**src/include/tmg_pkg.sv**
```systemverilog
/*
 * tmg_pkg: shared constants, field layouts and types of the timer mode
 * and output gate block.
 * Assumes: included before every design file of the block.
 */
package tmg_pkg;

   // ==========================================================
   // register indices (word address on the bus, byte address is 4x)
   localparam logic [31:0] IDX_FUNC_CTRL = 32'h40042A66;
   localparam logic [31:0] IDX_OUT_DISABLE = 32'h40042A67;
   localparam logic [31:0] IDX_CUTOFF = 32'h40042A68;
   localparam logic [31:0] IDX_COUNT_RUN = 32'h40042A63;

   // ==========================================================
   // reset values
   localparam logic [7:0] RST_FUNC_CTRL = 8'h80;
   localparam logic [7:0] RST_OUT_DISABLE = 8'hFF;
   localparam logic [7:0] RST_CUTOFF = 8'h00;
   localparam logic [1:0] RST_COUNT_RUN = 2'h0;

   // ==========================================================
   // field positions
   localparam int FC_THREE_PHASE = 7;
   localparam int FC_EXT_CLK = 6;
   localparam int FC_INV_POL = 3;
   localparam int FC_POS_POL = 2;
   localparam int FC_CMD_HI = 1;
   localparam int FC_CMD_LO = 0;
   localparam int CO_PIN_EN = 7;
   localparam int CO_FLAG = 0;
   localparam int RUN_CH0 = 0;
   localparam int RUN_CH1 = 1;

   // pin order inside the disable register
   localparam int PIN_CH0_A = 0;
   localparam int NUM_PINS = 8;

   // pins that carry the inverted phase in the pwm modes (d1, c1, d0)
   localparam logic [7:0] INV_PHASE_PINS = 8'hC8;

   // ==========================================================
   // combined mode field encodings
   localparam logic [1:0] CMD_TIMER_OR_THREE_PHASE_MODE_SELECT = 2'h0;
   localparam logic [1:0] CMD_RESET_SYNC = 2'h1;
   localparam logic [1:0] CMD_COMP_UNDERFLOW = 2'h2;
   localparam logic [1:0] CMD_COMP_MATCH = 2'h3;

   typedef enum logic [2:0] {
      TMG_MODE_TIMER = 3'b000,
      TMG_MODE_THREE_PHASE_MODE_SELECT = 3'b001,
      TMG_MODE_RESET_SYNC = 3'b010,
      TMG_MODE_COMP_UNDERFLOW = 3'b011,
      TMG_MODE_COMP_MATCH = 3'b100
   } tmg_mode_t;

   // function control register as a carrier
   typedef struct packed {
      logic three_phase_mode_select;
      logic external_clock_select;
      logic [1:0] unused;
      logic inverted_phase_polarity;
      logic positive_phase_polarity;
      logic combined_mode_hi;
      logic combined_mode_lo;
   } tmg_func_ctrl_t;

   // per-pin gate controls
   typedef struct packed {
      logic enable;
      logic pwm_mode;
      logic polarity;
      logic cutoff;
   } tmg_gate_ctrl_t;

endpackage

```
**src/hdl/tmg_sync2.sv**
```systemverilog
/*
 * tmg_sync2: two flip-flop level synchroniser for pin inputs.
 * Assumes: asynchronous input, synchronous active-low reset.
 */
`timescale 1ns/1ps
module tmg_sync2 #(
   parameter logic RST_VAL = 1'b0
) (
   input wire logic ref_clk_i,
   input wire logic resetn_i,
   input wire logic async_i,
   output logic sync_o
);
   logic meta_q;
   logic sync_q;

   // first stage is read only by the second stage
   always_ff @(posedge ref_clk_i) begin
      if (!resetn_i) begin
         meta_q <= RST_VAL;
         sync_q <= RST_VAL;
      end else begin
         meta_q <= async_i;
         sync_q <= meta_q;
      end
   end

   assign sync_o = sync_q;
endmodule

```
**src/hdl/tmg_pin_gate.sv**
```systemverilog
/*
 * tmg_pin_gate: registered output gate of one timer pin.
 * Assumes: waveform_i is the counter's active-high pulse for the pin.
 */
`timescale 1ns/1ps
module tmg_pin_gate (
   input wire logic ref_clk_i,
   input wire logic resetn_i,
   input wire tmg_pkg::tmg_gate_ctrl_t ctrl_i,
   input wire logic waveform_i,
   output logic pin_o,
   output logic pin_oe_o
);
   logic active;
   logic level;

   // cutoff drops the active phase, leaving the pin at its idle level
   always_comb begin
      active = waveform_i & ~ctrl_i.cutoff;
      if (ctrl_i.pwm_mode) begin
         level = ctrl_i.polarity ? active : ~active;
      end else begin
         level = active;
      end
   end

   always_ff @(posedge ref_clk_i) begin
      if (!resetn_i) begin
         pin_o <= 1'b0;
         pin_oe_o <= 1'b0;
      end else begin
         pin_o <= level;
         pin_oe_o <= ctrl_i.enable;
      end
   end
endmodule

```
**src/hdl/tmg_top.sv**
```systemverilog
/*
 * tmg_top: mode selection and output gating of a two-channel timer.
 * Holds the function control, output disable, forced cutoff and count
 * run registers behind an Avalon-MM slave, decodes the operating mode
 * and gates eight timer pins.
 * Assumes: counters elsewhere supply per-pin waveforms on ref_clk_i;
 * the cutoff pin and external clock pin are asynchronous.
 */
// Implementation choice: the Avalon-MM interface to the registers.
`timescale 1ns/1ps

module tmg_top #(
   parameter int ADDR_W = 32,
   parameter logic [7:0] INV_PINS = tmg_pkg::INV_PHASE_PINS
) (
   input wire logic ref_clk_i,
   input wire logic resetn_i,
   // avalon-mm slave
   input wire logic [ADDR_W-1:0] avs_address_i,
   input wire logic avs_read_i,
   input wire logic avs_write_i,
   input wire logic [31:0] avs_writedata_i,
   input wire logic [3:0] avs_byteenable_i,
   output logic [31:0] avs_readdata_o,
   output logic avs_waitrequest_o,
   // counter side, same clock
   input wire logic [7:0] pin_pwm_function_select_i,
   input wire logic [7:0] waveform_i,
   input wire logic event_cutoff_i,
   // pins
   input wire logic external_interrupt_pin_zero_i,
   input wire logic ext_clk_pin_i,
   output logic [7:0] pin_o,
   output logic [7:0] pin_oe_o,
   // to the counters
   output tmg_pkg::tmg_mode_t mode_o,
   output logic ext_clk_o,
   output logic ch0_count_run_o,
   output logic ch1_count_run_o,
   output logic xfer_on_underflow_o,
   output logic xfer_on_match_o,
   output logic cutoff_o
);

   // ==========================================================
   // register state
   tmg_pkg::tmg_func_ctrl_t func_ctrl_q;
   logic [7:0] out_disable_q;
   logic cutoff_pin_enable_q;
   logic cutoff_flag_q;
   logic [1:0] count_run_q;

   // ==========================================================
   // pin synchronisers
   logic intp_sync;
   logic ext_clk_sync;

   tmg_sync2 #(
      .RST_VAL(1'b1)
   ) u_sync_intp (
      .ref_clk_i(ref_clk_i),
      .resetn_i(resetn_i),
      .async_i(external_interrupt_pin_zero_i),
      .sync_o(intp_sync)
   );

   tmg_sync2 #(
      .RST_VAL(1'b0)
   ) u_sync_extclk (
      .ref_clk_i(ref_clk_i),
      .resetn_i(resetn_i),
      .async_i(ext_clk_pin_i),
      .sync_o(ext_clk_sync)
   );

   // ==========================================================
   // bus access decode
   logic access_done;
   logic wr_fire;
   logic hit_func;
   logic hit_dis;
   logic hit_cut;
   logic hit_run;
   logic [7:0] wbyte;
   logic [7:0] rbyte;
   logic waitrequest_q;
   logic [31:0] readdata_q;

   // a request completes on the edge where waitrequest is sampled low
   assign access_done = (avs_read_i | avs_write_i) & ~waitrequest_q;
   assign wr_fire = avs_write_i & ~waitrequest_q & avs_byteenable_i[0];
   assign wbyte = avs_writedata_i[7:0];
   assign hit_func = (32'(avs_address_i) == tmg_pkg::IDX_FUNC_CTRL);
   assign hit_dis = (32'(avs_address_i) == tmg_pkg::IDX_OUT_DISABLE);
   assign hit_cut = (32'(avs_address_i) == tmg_pkg::IDX_CUTOFF);
   assign hit_run = (32'(avs_address_i) == tmg_pkg::IDX_COUNT_RUN);

   always_comb begin
      rbyte = 8'h00;
      if (hit_func) begin
         rbyte = func_ctrl_q;
         rbyte[5:4] = 2'h0;
      end else if (hit_dis) begin
         rbyte = out_disable_q;
      end else if (hit_cut) begin
         rbyte[tmg_pkg::CO_PIN_EN] = cutoff_pin_enable_q;
         rbyte[tmg_pkg::CO_FLAG] = cutoff_flag_q;
      end else if (hit_run) begin
         rbyte[tmg_pkg::RUN_CH1:tmg_pkg::RUN_CH0] = count_run_q;
      end
   end

   // one wait state: waitrequest drops the cycle after the request
   always_ff @(posedge ref_clk_i) begin
      if (!resetn_i) begin
         waitrequest_q <= 1'b1;
      end else if (access_done) begin
         waitrequest_q <= 1'b1;
      end else if (avs_read_i | avs_write_i) begin
         waitrequest_q <= 1'b0;
      end
   end

   // unmapped addresses read zero
   always_ff @(posedge ref_clk_i) begin
      if (!resetn_i) begin
         readdata_q <= 32'h00000000;
      end else if (avs_read_i & waitrequest_q) begin
         readdata_q <= {24'h000000, rbyte};
      end
   end

   assign avs_waitrequest_o = waitrequest_q;
   assign avs_readdata_o = readdata_q;

   // ==========================================================
   // function control register
   always_ff @(posedge ref_clk_i) begin
      if (!resetn_i) begin
         func_ctrl_q <= tmg_pkg::RST_FUNC_CTRL;
      end else if (wr_fire & hit_func) begin
         // writing the mode field while running is not blocked
         func_ctrl_q <= wbyte;
         func_ctrl_q.unused <= 2'h0;
      end
   end

   // ==========================================================
   // output disable register
   always_ff @(posedge ref_clk_i) begin
      if (!resetn_i) begin
         out_disable_q <= tmg_pkg::RST_OUT_DISABLE;
      end else if (wr_fire & hit_dis) begin
         out_disable_q <= wbyte;
      end
   end

   // ==========================================================
   // count run register
   always_ff @(posedge ref_clk_i) begin
      if (!resetn_i) begin
         count_run_q <= tmg_pkg::RST_COUNT_RUN;
      end else if (wr_fire & hit_run) begin
         count_run_q <= wbyte[tmg_pkg::RUN_CH1:tmg_pkg::RUN_CH0];
      end
   end

   // ==========================================================
   // forced cutoff
   logic counters_stopped;
   logic cutoff_event;
   logic flag_wr_one;
   logic flag_wr_zero;

   assign counters_stopped = (count_run_q == 2'h0);
   assign cutoff_event = (cutoff_pin_enable_q & ~intp_sync)
                         | event_cutoff_i;
   assign flag_wr_one = wr_fire & hit_cut & wbyte[tmg_pkg::CO_FLAG];
   assign flag_wr_zero = wr_fire & hit_cut & ~wbyte[tmg_pkg::CO_FLAG];

   always_ff @(posedge ref_clk_i) begin
      if (!resetn_i) begin
         cutoff_pin_enable_q <= tmg_pkg::RST_CUTOFF[tmg_pkg::CO_PIN_EN];
      end else if (wr_fire & hit_cut) begin
         cutoff_pin_enable_q <= wbyte[tmg_pkg::CO_PIN_EN];
      end
   end

   // set wins over clear; a clear while counting is dropped
   always_ff @(posedge ref_clk_i) begin
      if (!resetn_i) begin
         cutoff_flag_q <= tmg_pkg::RST_CUTOFF[tmg_pkg::CO_FLAG];
      end else if (cutoff_event | flag_wr_one) begin
         cutoff_flag_q <= 1'b1;
      end else if (flag_wr_zero & counters_stopped) begin
         cutoff_flag_q <= 1'b0;
      end
   end

   // ==========================================================
   // mode decode
   tmg_pkg::tmg_mode_t mode_d;
   logic [1:0] cmd;
   logic pwm_mode;

   assign cmd = {func_ctrl_q.combined_mode_hi, func_ctrl_q.combined_mode_lo};

   always_comb begin
      case (cmd)
         tmg_pkg::CMD_TIMER_OR_THREE_PHASE_MODE_SELECT: begin
            // three-phase select only matters here
            if (func_ctrl_q.three_phase_mode_select) begin
               mode_d = tmg_pkg::TMG_MODE_TIMER;
            end else begin
               mode_d = tmg_pkg::TMG_MODE_THREE_PHASE_MODE_SELECT;
            end
         end
         tmg_pkg::CMD_RESET_SYNC: begin
            mode_d = tmg_pkg::TMG_MODE_RESET_SYNC;
         end
         tmg_pkg::CMD_COMP_UNDERFLOW: begin
            // reload waits for the second counter to wrap
            mode_d = tmg_pkg::TMG_MODE_COMP_UNDERFLOW;
         end
         tmg_pkg::CMD_COMP_MATCH: begin
            // reload on the first counter's period match
            mode_d = tmg_pkg::TMG_MODE_COMP_MATCH;
         end
         default: begin
            mode_d = tmg_pkg::TMG_MODE_TIMER;
         end
      endcase
   end

   // pin pwm selection is overridden by any nonzero mode field
   assign pwm_mode = (cmd != tmg_pkg::CMD_TIMER_OR_THREE_PHASE_MODE_SELECT);

   // ==========================================================
   // registered control outputs
   // mode follows the field one cycle late; counters see a clean level
   always_ff @(posedge ref_clk_i) begin
      if (!resetn_i) begin
         mode_o <= tmg_pkg::TMG_MODE_TIMER;
      end else begin
         mode_o <= mode_d;
      end
   end

   // reload trigger selection, only one can be high at a time
   always_ff @(posedge ref_clk_i) begin
      if (!resetn_i) begin
         xfer_on_underflow_o <= 1'b0;
         xfer_on_match_o <= 1'b0;
      end else begin
         xfer_on_underflow_o <= (mode_d == tmg_pkg::TMG_MODE_COMP_UNDERFLOW);
         xfer_on_match_o <= (mode_d == tmg_pkg::TMG_MODE_COMP_MATCH);
      end
   end

   // external clock passes only when selected outside three-phase mode
   always_ff @(posedge ref_clk_i) begin
      if (!resetn_i) begin
         ext_clk_o <= 1'b0;
      end else begin
         ext_clk_o <= ext_clk_sync & func_ctrl_q.external_clock_select
                      & (mode_d != tmg_pkg::TMG_MODE_THREE_PHASE_MODE_SELECT);
      end
   end

   // run flags pass straight on; cutoff does not stop the counters
   always_ff @(posedge ref_clk_i) begin
      if (!resetn_i) begin
         ch0_count_run_o <= 1'b0;
         ch1_count_run_o <= 1'b0;
      end else begin
         ch0_count_run_o <= count_run_q[tmg_pkg::RUN_CH0];
         ch1_count_run_o <= count_run_q[tmg_pkg::RUN_CH1];
      end
   end

   // cutoff copy lines up with the gated pins, both one cycle late
   always_ff @(posedge ref_clk_i) begin
      if (!resetn_i) begin
         cutoff_o <= 1'b0;
      end else begin
         cutoff_o <= cutoff_flag_q;
      end
   end

   // ==========================================================
   // pin gates
   // in timer mode the per-pin pwm select decides
   // whether the cutoff flag drops the counter waveform
   genvar gi;
   generate
      for (gi = 0; gi < tmg_pkg::NUM_PINS; gi++) begin : g_pin
         tmg_pkg::tmg_gate_ctrl_t ctrl;
         assign ctrl.enable = ~out_disable_q[gi];
         assign ctrl.pwm_mode = pwm_mode;
         // polarity 0: idle high, active low
         assign ctrl.polarity = INV_PINS[gi] ? func_ctrl_q.inverted_phase_polarity
                                             : func_ctrl_q.positive_phase_polarity;
         // in timer mode plain compare outputs are not pulses and are not cut
         assign ctrl.cutoff = cutoff_flag_q & (pwm_mode
                              | pin_pwm_function_select_i[gi]
                              | (mode_d == tmg_pkg::TMG_MODE_THREE_PHASE_MODE_SELECT));

         tmg_pin_gate u_gate (
            .ref_clk_i(ref_clk_i),
            .resetn_i(resetn_i),
            .ctrl_i(ctrl),
            .waveform_i(waveform_i[gi]),
            .pin_o(pin_o[gi]),
            .pin_oe_o(pin_oe_o[gi])
         );
      end
   endgenerate

endmodule

```
**config.mk**
```make
export PLATFORM = sky130hd
export DESIGN_NAME = tmg_top
export DESIGN_NICKNAME = d
export VERILOG_FILES = /design/src/include/tmg_pkg.sv /design/src/hdl/tmg_sync2.sv /design/src/hdl/tmg_pin_gate.sv /design/src/hdl/tmg_top.sv
export SDC_FILE = /design/constraint.sdc
export NUM_CORES = 1
export LEC_CHECK = 0
export ABC_CLOCK_PERIOD_IN_PS = 2100
export BUFFER_PORTS_ARGS = -buffer_cell sky130_fd_sc_hd__buf_2
export CORE_MARGIN = 8
export CORE_UTILIZATION = 45
export CTS_CLUSTER_DIAMETER = 60
export DETAILED_ROUTE_END_ITERATION = 12
export GPL_TIMING_DRIVEN = 0
export MAX_ROUTING_LAYER = met4
export PLACE_DENSITY = 0.83
export SYNTH_ARGS = -nofsm -noshare
export SYNTH_HDL_FRONTEND = slang
export SYNTH_HIERARCHICAL = 1
export SYNTH_SLANG_ARGS = --single-unit
```
**constraint.sdc**
```tcl
create_clock -name ref_clk_i -period 2.1 [get_ports ref_clk_i]
set_input_delay 0.105 -clock ref_clk_i [delete_from_list [all_inputs] [get_ports ref_clk_i]]
set_output_delay 0.105 -clock ref_clk_i [all_outputs]
set_load 0.005 [all_outputs]
```
==> flow_summary_export.csv, run 1 <==
group,metric,value,unit
clocking,cts_tree,"done",
final_layout,layout_commonest_cell,"sky130_fd_sc_hd__buf_2",
worst_setup_path,critical_path_launch_point_type,"flip-flop",
timing,worst_slew_pin_slew,0.791,ns
logic_synthesis,mappedNetlistArea,2790,um^2
logic_synthesis,synth.yosys.seq_area_share,39.5,%
placed_design,placed_cells_incl_taps,479,
global_route,gr-total-overflow,0,
floorplan,fp.dieArea,8960,um^2
global_route,groute.usage.overall,15.9,%
clocking,cts.reportedPaths.clkPinSlew,0.10,ns
global_route,grt_max_degree,27,
floorplan,number_of_top_level_design_ports,149,
timing,timing_hold_violations_final,0,
pwr,power.static_leakage,1.79,nW
detailed_routing,routed_wire_length_per_instance,14.2,um
floorplan,floorplan.die.height,94.7,um
detailed_routing,drt_first_iter_violations,92,
placed_design,numPortBuffers,97,
floorplan,effective_utilization_at_floorplan,46.8,%
final_layout,area_growth,29.0,%
clocking,cts_buffer_depth,2,
worst_setup_path,cp_max_fo,8,
final_layout,fin_cells,489,
final_layout,postLayoutCoreUtil,60.3,%
flow_run,max_cap_violations,0,
detailed_routing,dr.pass1.iters,4,
worst_setup_path,cp.required,2.32,ns
logic_synthesis,synth.lib_cells_used.distinct,42,
worst_setup_path,worst_setup_ep_type,"flip-flop",
floorplan,rows,28,
detailed_routing,antenna_left,0,
final_layout,num_antenna_cells,0,
timing,final.setup.tns,0,ns
global_route,first_global_vias,2408,
final_layout,nNetsFinal,509,
logic_synthesis,synth_enable_flop_cells,0,
detailed_routing,dr_vias_cell,4.68,
worst_setup_path,cp.arrival,2.14,ns
logic_synthesis,synthArstFlopShare,0,%
floorplan,die-width,94.7,um
clocking,h-tree-depth,2,
worst_setup_path,criticalPathCategory,"reg2reg",
clocking,cts_sinks,55,
pwr,cellPowerDensity,569,nW/um^2
logic_synthesis,synth-warning-count,6,
global_route,global_route_wire_length_before_repair,10.9,mm
final_layout,layout.cells.most_common_list,"sky130_fd_sc_hd__buf_2, sky130_fd_sc_hd__dfxtp_1, sky130_fd_sc_hd__nand2_1",
placed_design,finalWeightedCongestion,0.919,
logic_synthesis,count_of_state_elements_after_synthesis,55,
placed_design,place_hpwl,5.64,mm
detailed_routing,postRouteWirelength,6.96,mm
timing,rsz0062_at_grt,"false",
timing,fmaxAchievable,519,MHz
timing,final-max-slew-violation-count,0,
detailed_routing,via_count,2289,
detailed_routing,drc,0,
pwr,total_power,2.04,mW
logic_synthesis,flip_flop_cell_with_the_highest_count_after_synthesis,"sky130_fd_sc_hd__dfxtp_1",
clocking,cts-buffers-inserted,5,
timing,timing.slew.headroom,46.9,%
final_layout,layout-drive-gt1-share,38.2,%
timing,timing.clock.skew,0.00800,ns
global_route,grt_antenna_before_repair,0,
timing,finalWorstPathRequiredPeriod,1.93,ns
clocking,clk_root_buffer_cell,"sky130_fd_sc_hd__clkbuf_8",
logic_synthesis,synthesis.area_per_instance,9.81,um^2
clocking,clkLatencyLatePin,0.32,ns
timing,count_of_final_setup_violators,0,
run_status,status,"complete, no violations",
worst_hold_path,hold_path_class,"in2reg",
logic_synthesis,post_synth_inst_count,284,
timing,final_cycle_share,91.7,%
pwr,vdd_drop_max,320,uV
floorplan,floorplan.core_area,5960,um^2
## cells by family (layout without fill, tap and decap cells)
logic type	count (synthesis)	after routing	share of synthesized area [%]
flops	55	55	39.5
simple gates	118	118	30.4
mux	21	21	7.59
fa+ha+maj	5	5	2.25
buf+inv	46	153	9.93
xor+xnor	9	9	2.83
compound gates	29	29	7.37
other cells	1	24	0.135
## final cells by class
cell class	instances	area [um^2]
fillers	542	2360
multi-input cells	206	1500
flip-flops and latches	55	1100
repair buffers	99	505
plain buffers	31	220
well taps	75	93.8
clock buffers	5	68.8
inverters	15	56.3
clock inverters	3	46.3
## layer usage
| layer | wire length [um] | global-route usage, % |
|---|---|---|
| met2 | 3480 | 27.5 |
| met3 | 612 | 5.00 |
| met5 | 0 | - |
| met1 | 2730 | 16.4 |
| met4 | 131 | 6.50 |
## critical path, stage by stage, from the launching register on
cell and delay, ns:
sky130_fd_sc_hd__dfxtp_1 0.40, sky130_fd_sc_hd__inv_1 0.12, sky130_fd_sc_hd__ha_1 0.23, sky130_fd_sc_hd__nor2b_1 0.16
sky130_fd_sc_hd__o21ai_2 0.20, sky130_fd_sc_hd__nand2_2 0.15, sky130_fd_sc_hd__o21a_1 0.22, sky130_fd_sc_hd__nor2b_4 0.12
sky130_fd_sc_hd__xnor2_1 0.07, sky130_fd_sc_hd__and2_1 0.16
## stage by stage
stage | setup WS (ns) | instance area (um^2) | hold slack (ns)
after global routing | 0.0483 | 3590 | 0.00674
after CTS | 0.0565 | 3590 | 0.0185
after detailed placement | -0.124 | 3450 | 0.294
final | 0.175 | 3590 | 0.0272
after global placement | -0.0265 | 3450 | 0.288
after floorplan | 0.361 | 2870 | 0.178
## report_power, final
part	leakage, nW	internal (mW)	switching, mW
registers	0.447	1.06	0.00648
clock network	0.0548	0.359	0.355
logic	1.28	0.142	0.122
total	1.79	1.56	0.484
## path summary, 6_finish.rpt
path	from	to	slack, ns	cells past startpoint
hold reg to reg	u_sync_intp/meta_q	u_sync_intp/sync_o	0.42	1
setup / recovery	cmd[0]	g_pin[6].u_gate/pin_o	0.17	9
hold / removal	avs_writedata_i[6]	func_ctrl_q[6]	0.03	3
setup reg to reg	cmd[0]	g_pin[6].u_gate/pin_o	0.17	9
## registers in the layout, summed over array words and instances, names as in the netlist, 2 cells and up
| name | cells |
|---|---|
| g_pin.u_gate/pin_oe_o | 8 |
| mode_o | 3 |
| cmd | 2 |
| avs_readdata_o | 8 |
| out_disable_q | 8 |
| func_ctrl_q | 4 |
| g_pin.u_gate/pin_o | 8 |
| count_run_q | 2 |
## timing repair
item                                    4_1_cts  5_1_grt
setup buffers                                 0        0
hold buffers                                  2        0
hold endpoints to repair                      2        0
cloned                                        0        0
endpoints found under the setup margin        8        8
pin swaps                                     0        0
gates resized for setup                       2        2
## Yosys cell counts, types with 2 or more instances
library cell	number	area (um^2)
sky130_fd_sc_hd__nand4_4	2	42.5
sky130_fd_sc_hd__clkbuf_1	3	11.3
sky130_fd_sc_hd__nor4b_4	3	71.3
sky130_fd_sc_hd__o21ai_0	5	25.0
sky130_fd_sc_hd__mux2i_1	20	200
sky130_fd_sc_hd__dfxtp_1	55	1100
sky130_fd_sc_hd__inv_1	14	52.6
sky130_fd_sc_hd__nor4b_1	2	17.5
sky130_fd_sc_hd__ha_1	5	62.6
sky130_fd_sc_hd__or3_1	2	12.5
sky130_fd_sc_hd__nand3_1	4	20.0
sky130_fd_sc_hd__o21a_1	10	75.1
sky130_fd_sc_hd__a21oi_1	2	10.0
sky130_fd_sc_hd__o31ai_1	6	45.0
sky130_fd_sc_hd__and4bb_2	2	25.0
sky130_fd_sc_hd__nor2b_1	4	25.0
sky130_fd_sc_hd__buf_4	25	188
sky130_fd_sc_hd__nand2_1	28	105
sky130_fd_sc_hd__and2b_2	2	17.5
sky130_fd_sc_hd__xnor2_1	8	70.1
sky130_fd_sc_hd__nand2b_1	10	62.6
sky130_fd_sc_hd__and2_1	22	138
sky130_fd_sc_hd__nor2b_4	8	110
sky130_fd_sc_hd__nor2_1	20	75.1
sky130_fd_sc_hd__nor4_4	4	85.1
sky130_fd_sc_hd__a22o_1	2	17.5
No activity file was read; power rests on OpenSTA's default activity.
==> run 2: changes to the inputs <==
==> constraint.sdc (replaced) <==
create_clock -name ref_clk_i -period 2.1 [get_ports ref_clk_i]
set_input_delay 0.315 -clock ref_clk_i [delete_from_list [all_inputs] [get_ports ref_clk_i]]
set_output_delay 0.315 -clock ref_clk_i [all_outputs]
set_load 0.005 [all_outputs]
==> run 2 against run 1 <==
Via count hardly changed. Routed wire length hardly changed. Clock power hardly changed. Total power is 0.19% lower. Sequential power hardly changed. Final area is 0.56% lower. Critical path depth stayed put. Largest cell class unchanged. Highest routed layer unchanged.
==> flow_summary_export.csv, run 2 (synthesized netlist as in run 1, its figures left out) <==
group,metric,value,unit
run_status,status,"complete, no violations",
final_layout,final_area,3570,um^2
worst_hold_path,hold_path_class,"in2reg",
floorplan,effective_utilization_at_floorplan,46.8,%
clocking,clkLatencyLatePin,0.32,ns
floorplan,floorplan.core_area,5960,um^2
detailed_routing,drt_first_iter_violations,89,
worst_setup_path,cp.arrival,2.14,ns
timing,final_cycle_share,91.6,%
clocking,cts_sinks,55,
timing,finalWorstPathRequiredPeriod,1.92,ns
detailed_routing,antenna_left,0,
worst_setup_path,worst_setup_ep_type,"flip-flop",
detailed_routing,via_count,2291,
clocking,cts-buffers-inserted,5,
pwr,cellPowerDensity,571,nW/um^2
worst_setup_path,cpMaxStageDelayCell,"sky130_fd_sc_hd__dfxtp_1",
detailed_routing,dr.pass1.iters,4,
placed_design,placed_cells_incl_taps,479,
worst_setup_path,cp_max_fo,8,
timing,rsz0062_at_grt,"false",
final_layout,fin_cells,487,
pwr,vdd_drop_max,320,uV
clocking,cts_buffer_depth,2,
worst_hold_path,hold_depth,2,
pwr,power.static_leakage,1.78,nW
final_layout,nNetsFinal,507,
floorplan,die-width,94.7,um
worst_setup_path,worst_r2r_path_depth,9,
global_route,global_route_wire_length_before_repair,10.9,mm
detailed_routing,postRouteWirelength,6.96,mm
global_route,groute.usage.overall,15.9,%
worst_setup_path,worstSetupPathDepth,9,
floorplan,fp.dieArea,8960,um^2
floorplan,rows,28,
clocking,post-cts-setup-buffers,0,
final_layout,layout_commonest_cell,"sky130_fd_sc_hd__buf_2",
final_layout,area_growth,28.3,%
clocking,h-tree-depth,2,
final_layout,filler_cell_count,543,
timing,timing.clock.skew,0.00809,ns
timing,count_of_final_setup_violators,0,
timing,worst_slew_pin_slew,0.804,ns
global_route,gr-total-overflow,0,
worst_setup_path,critical_path.max_stage_delay,0.40,ns
timing,timing_hold_violations_final,0,
global_route,grt_antenna_before_repair,0,
detailed_routing,dr_vias_cell,4.70,
detailed_routing,routed_wire_length_per_instance,14.3,um
worst_setup_path,cp.required,2.32,ns
clocking,cts_tree,"done",
placed_design,finalWeightedCongestion,0.919,
global_route,first_global_vias,2400,
timing,timing.slew.headroom,46.0,%
worst_setup_path,criticalPathCategory,"reg2reg",
floorplan,number_of_top_level_design_ports,149,
timing,final.setup.tns,0,ns
final_layout,num_antenna_cells,0,
placed_design,placedInstanceArea,3450,um^2
timing,fmaxAchievable,520,MHz
clocking,cts.reportedPaths.clkPinSlew,0.10,ns
global_route,grt_max_degree,27,
placed_design,place_hpwl,5.64,mm
timing,final-max-slew-violation-count,0,
final_layout,layout.cells.most_common_list,"sky130_fd_sc_hd__buf_2, sky130_fd_sc_hd__dfxtp_1, sky130_fd_sc_hd__nand2_1",
worst_setup_path,timing.critical_path.buf_inv,1,
clocking,clk_root_buffer_cell,"sky130_fd_sc_hd__clkbuf_8",
flow_run,max_cap_violations,0,
final_layout,layout-drive-gt1-share,38.3,%
floorplan,floorplan.die.height,94.7,um
worst_setup_path,critical_path_launch_point_type,"flip-flop",
worst_setup_path,crit_path_cell_trace,"inv_1, ha_1, nor2b_1, o21ai_2, nand2_2, o21a_1, nor2b_4, xnor2_1, and2_1",
detailed_routing,drc,0,
worst_setup_path,critical_path.top_delay_family,"simple AND/OR/NAND/NOR gates",
placed_design,numPortBuffers,97,
## run 2: cell types whose count changed in the layout (fill, tap and decap cells not counted)
cell	delta
sky130_fd_sc_hd__dlygate4sd3_1	-2
## run 2: final timing paths
path | slack (ns) | startpoint | to
min | 0.17 | external_interrupt_pin_zero_i | u_sync_intp/meta_q
min reg2reg | 0.42 | u_sync_intp/meta_q | u_sync_intp/sync_o
max reg2reg | 0.18 | cmd[0] | g_pin[6].u_gate/pin_o
max | 0.18 | cmd[0] | g_pin[6].u_gate/pin_o
## run 2: area by class of cell
| class | instances | area [um^2] | share of cell area, % |
|---|---|---|---|
| inverters | 15 | 56.3 | 1.58 |
| repair buffers | 97 | 485 | 13.6 |
| well taps | 75 | 93.8 | 2.63 |
| plain buffers | 31 | 220 | 6.16 |
| clock buffers | 5 | 68.8 | 1.93 |
| flip-flops and latches | 55 | 1100 | 30.8 |
| multi-input cells | 206 | 1500 | 42.0 |
| clock inverters | 3 | 46.3 | 1.30 |
## run 2: what timing repair did
item | CTS | global route
endpoints found under the setup margin | 8 | 8
resized for setup | 2 | 2
hold buffers | 0 | 0
## run 2: power breakdown
group	internal, mW	switching [mW]
sequential	1.06	0.00649
combinational	0.139	0.121
clock	0.359	0.354
total	1.56	0.482
## run 2: per-layer routing
metal / vias to the layer above / global-route usage, % / wire [um]
li1: 1148 / - / -
met3: 17 / 5.00 / 633
met5: - / - / 0
met4: 0 / 6.50 / 131
met1: 1024 / 16.4 / 2720
met2: 102 / 27.5 / 3470
## run 2: through the flow
stage | utilization (%) | setup WS, ns | hold slack (ns) | power, mW
final | 60.0 | 0.177 | 0.174 | 2.04
after global routing | 60.0 | 0.0483 | 0.187 | 2.14
after CTS | 59.9 | 0.0565 | 0.171 | 2.06
after detailed placement | 57.9 | -0.124 | 0.397 | 1.35
after global placement | 57.9 | -0.0265 | 0.391 | 1.34
after floorplan | - | 0.361 | 0.386 | 1.24
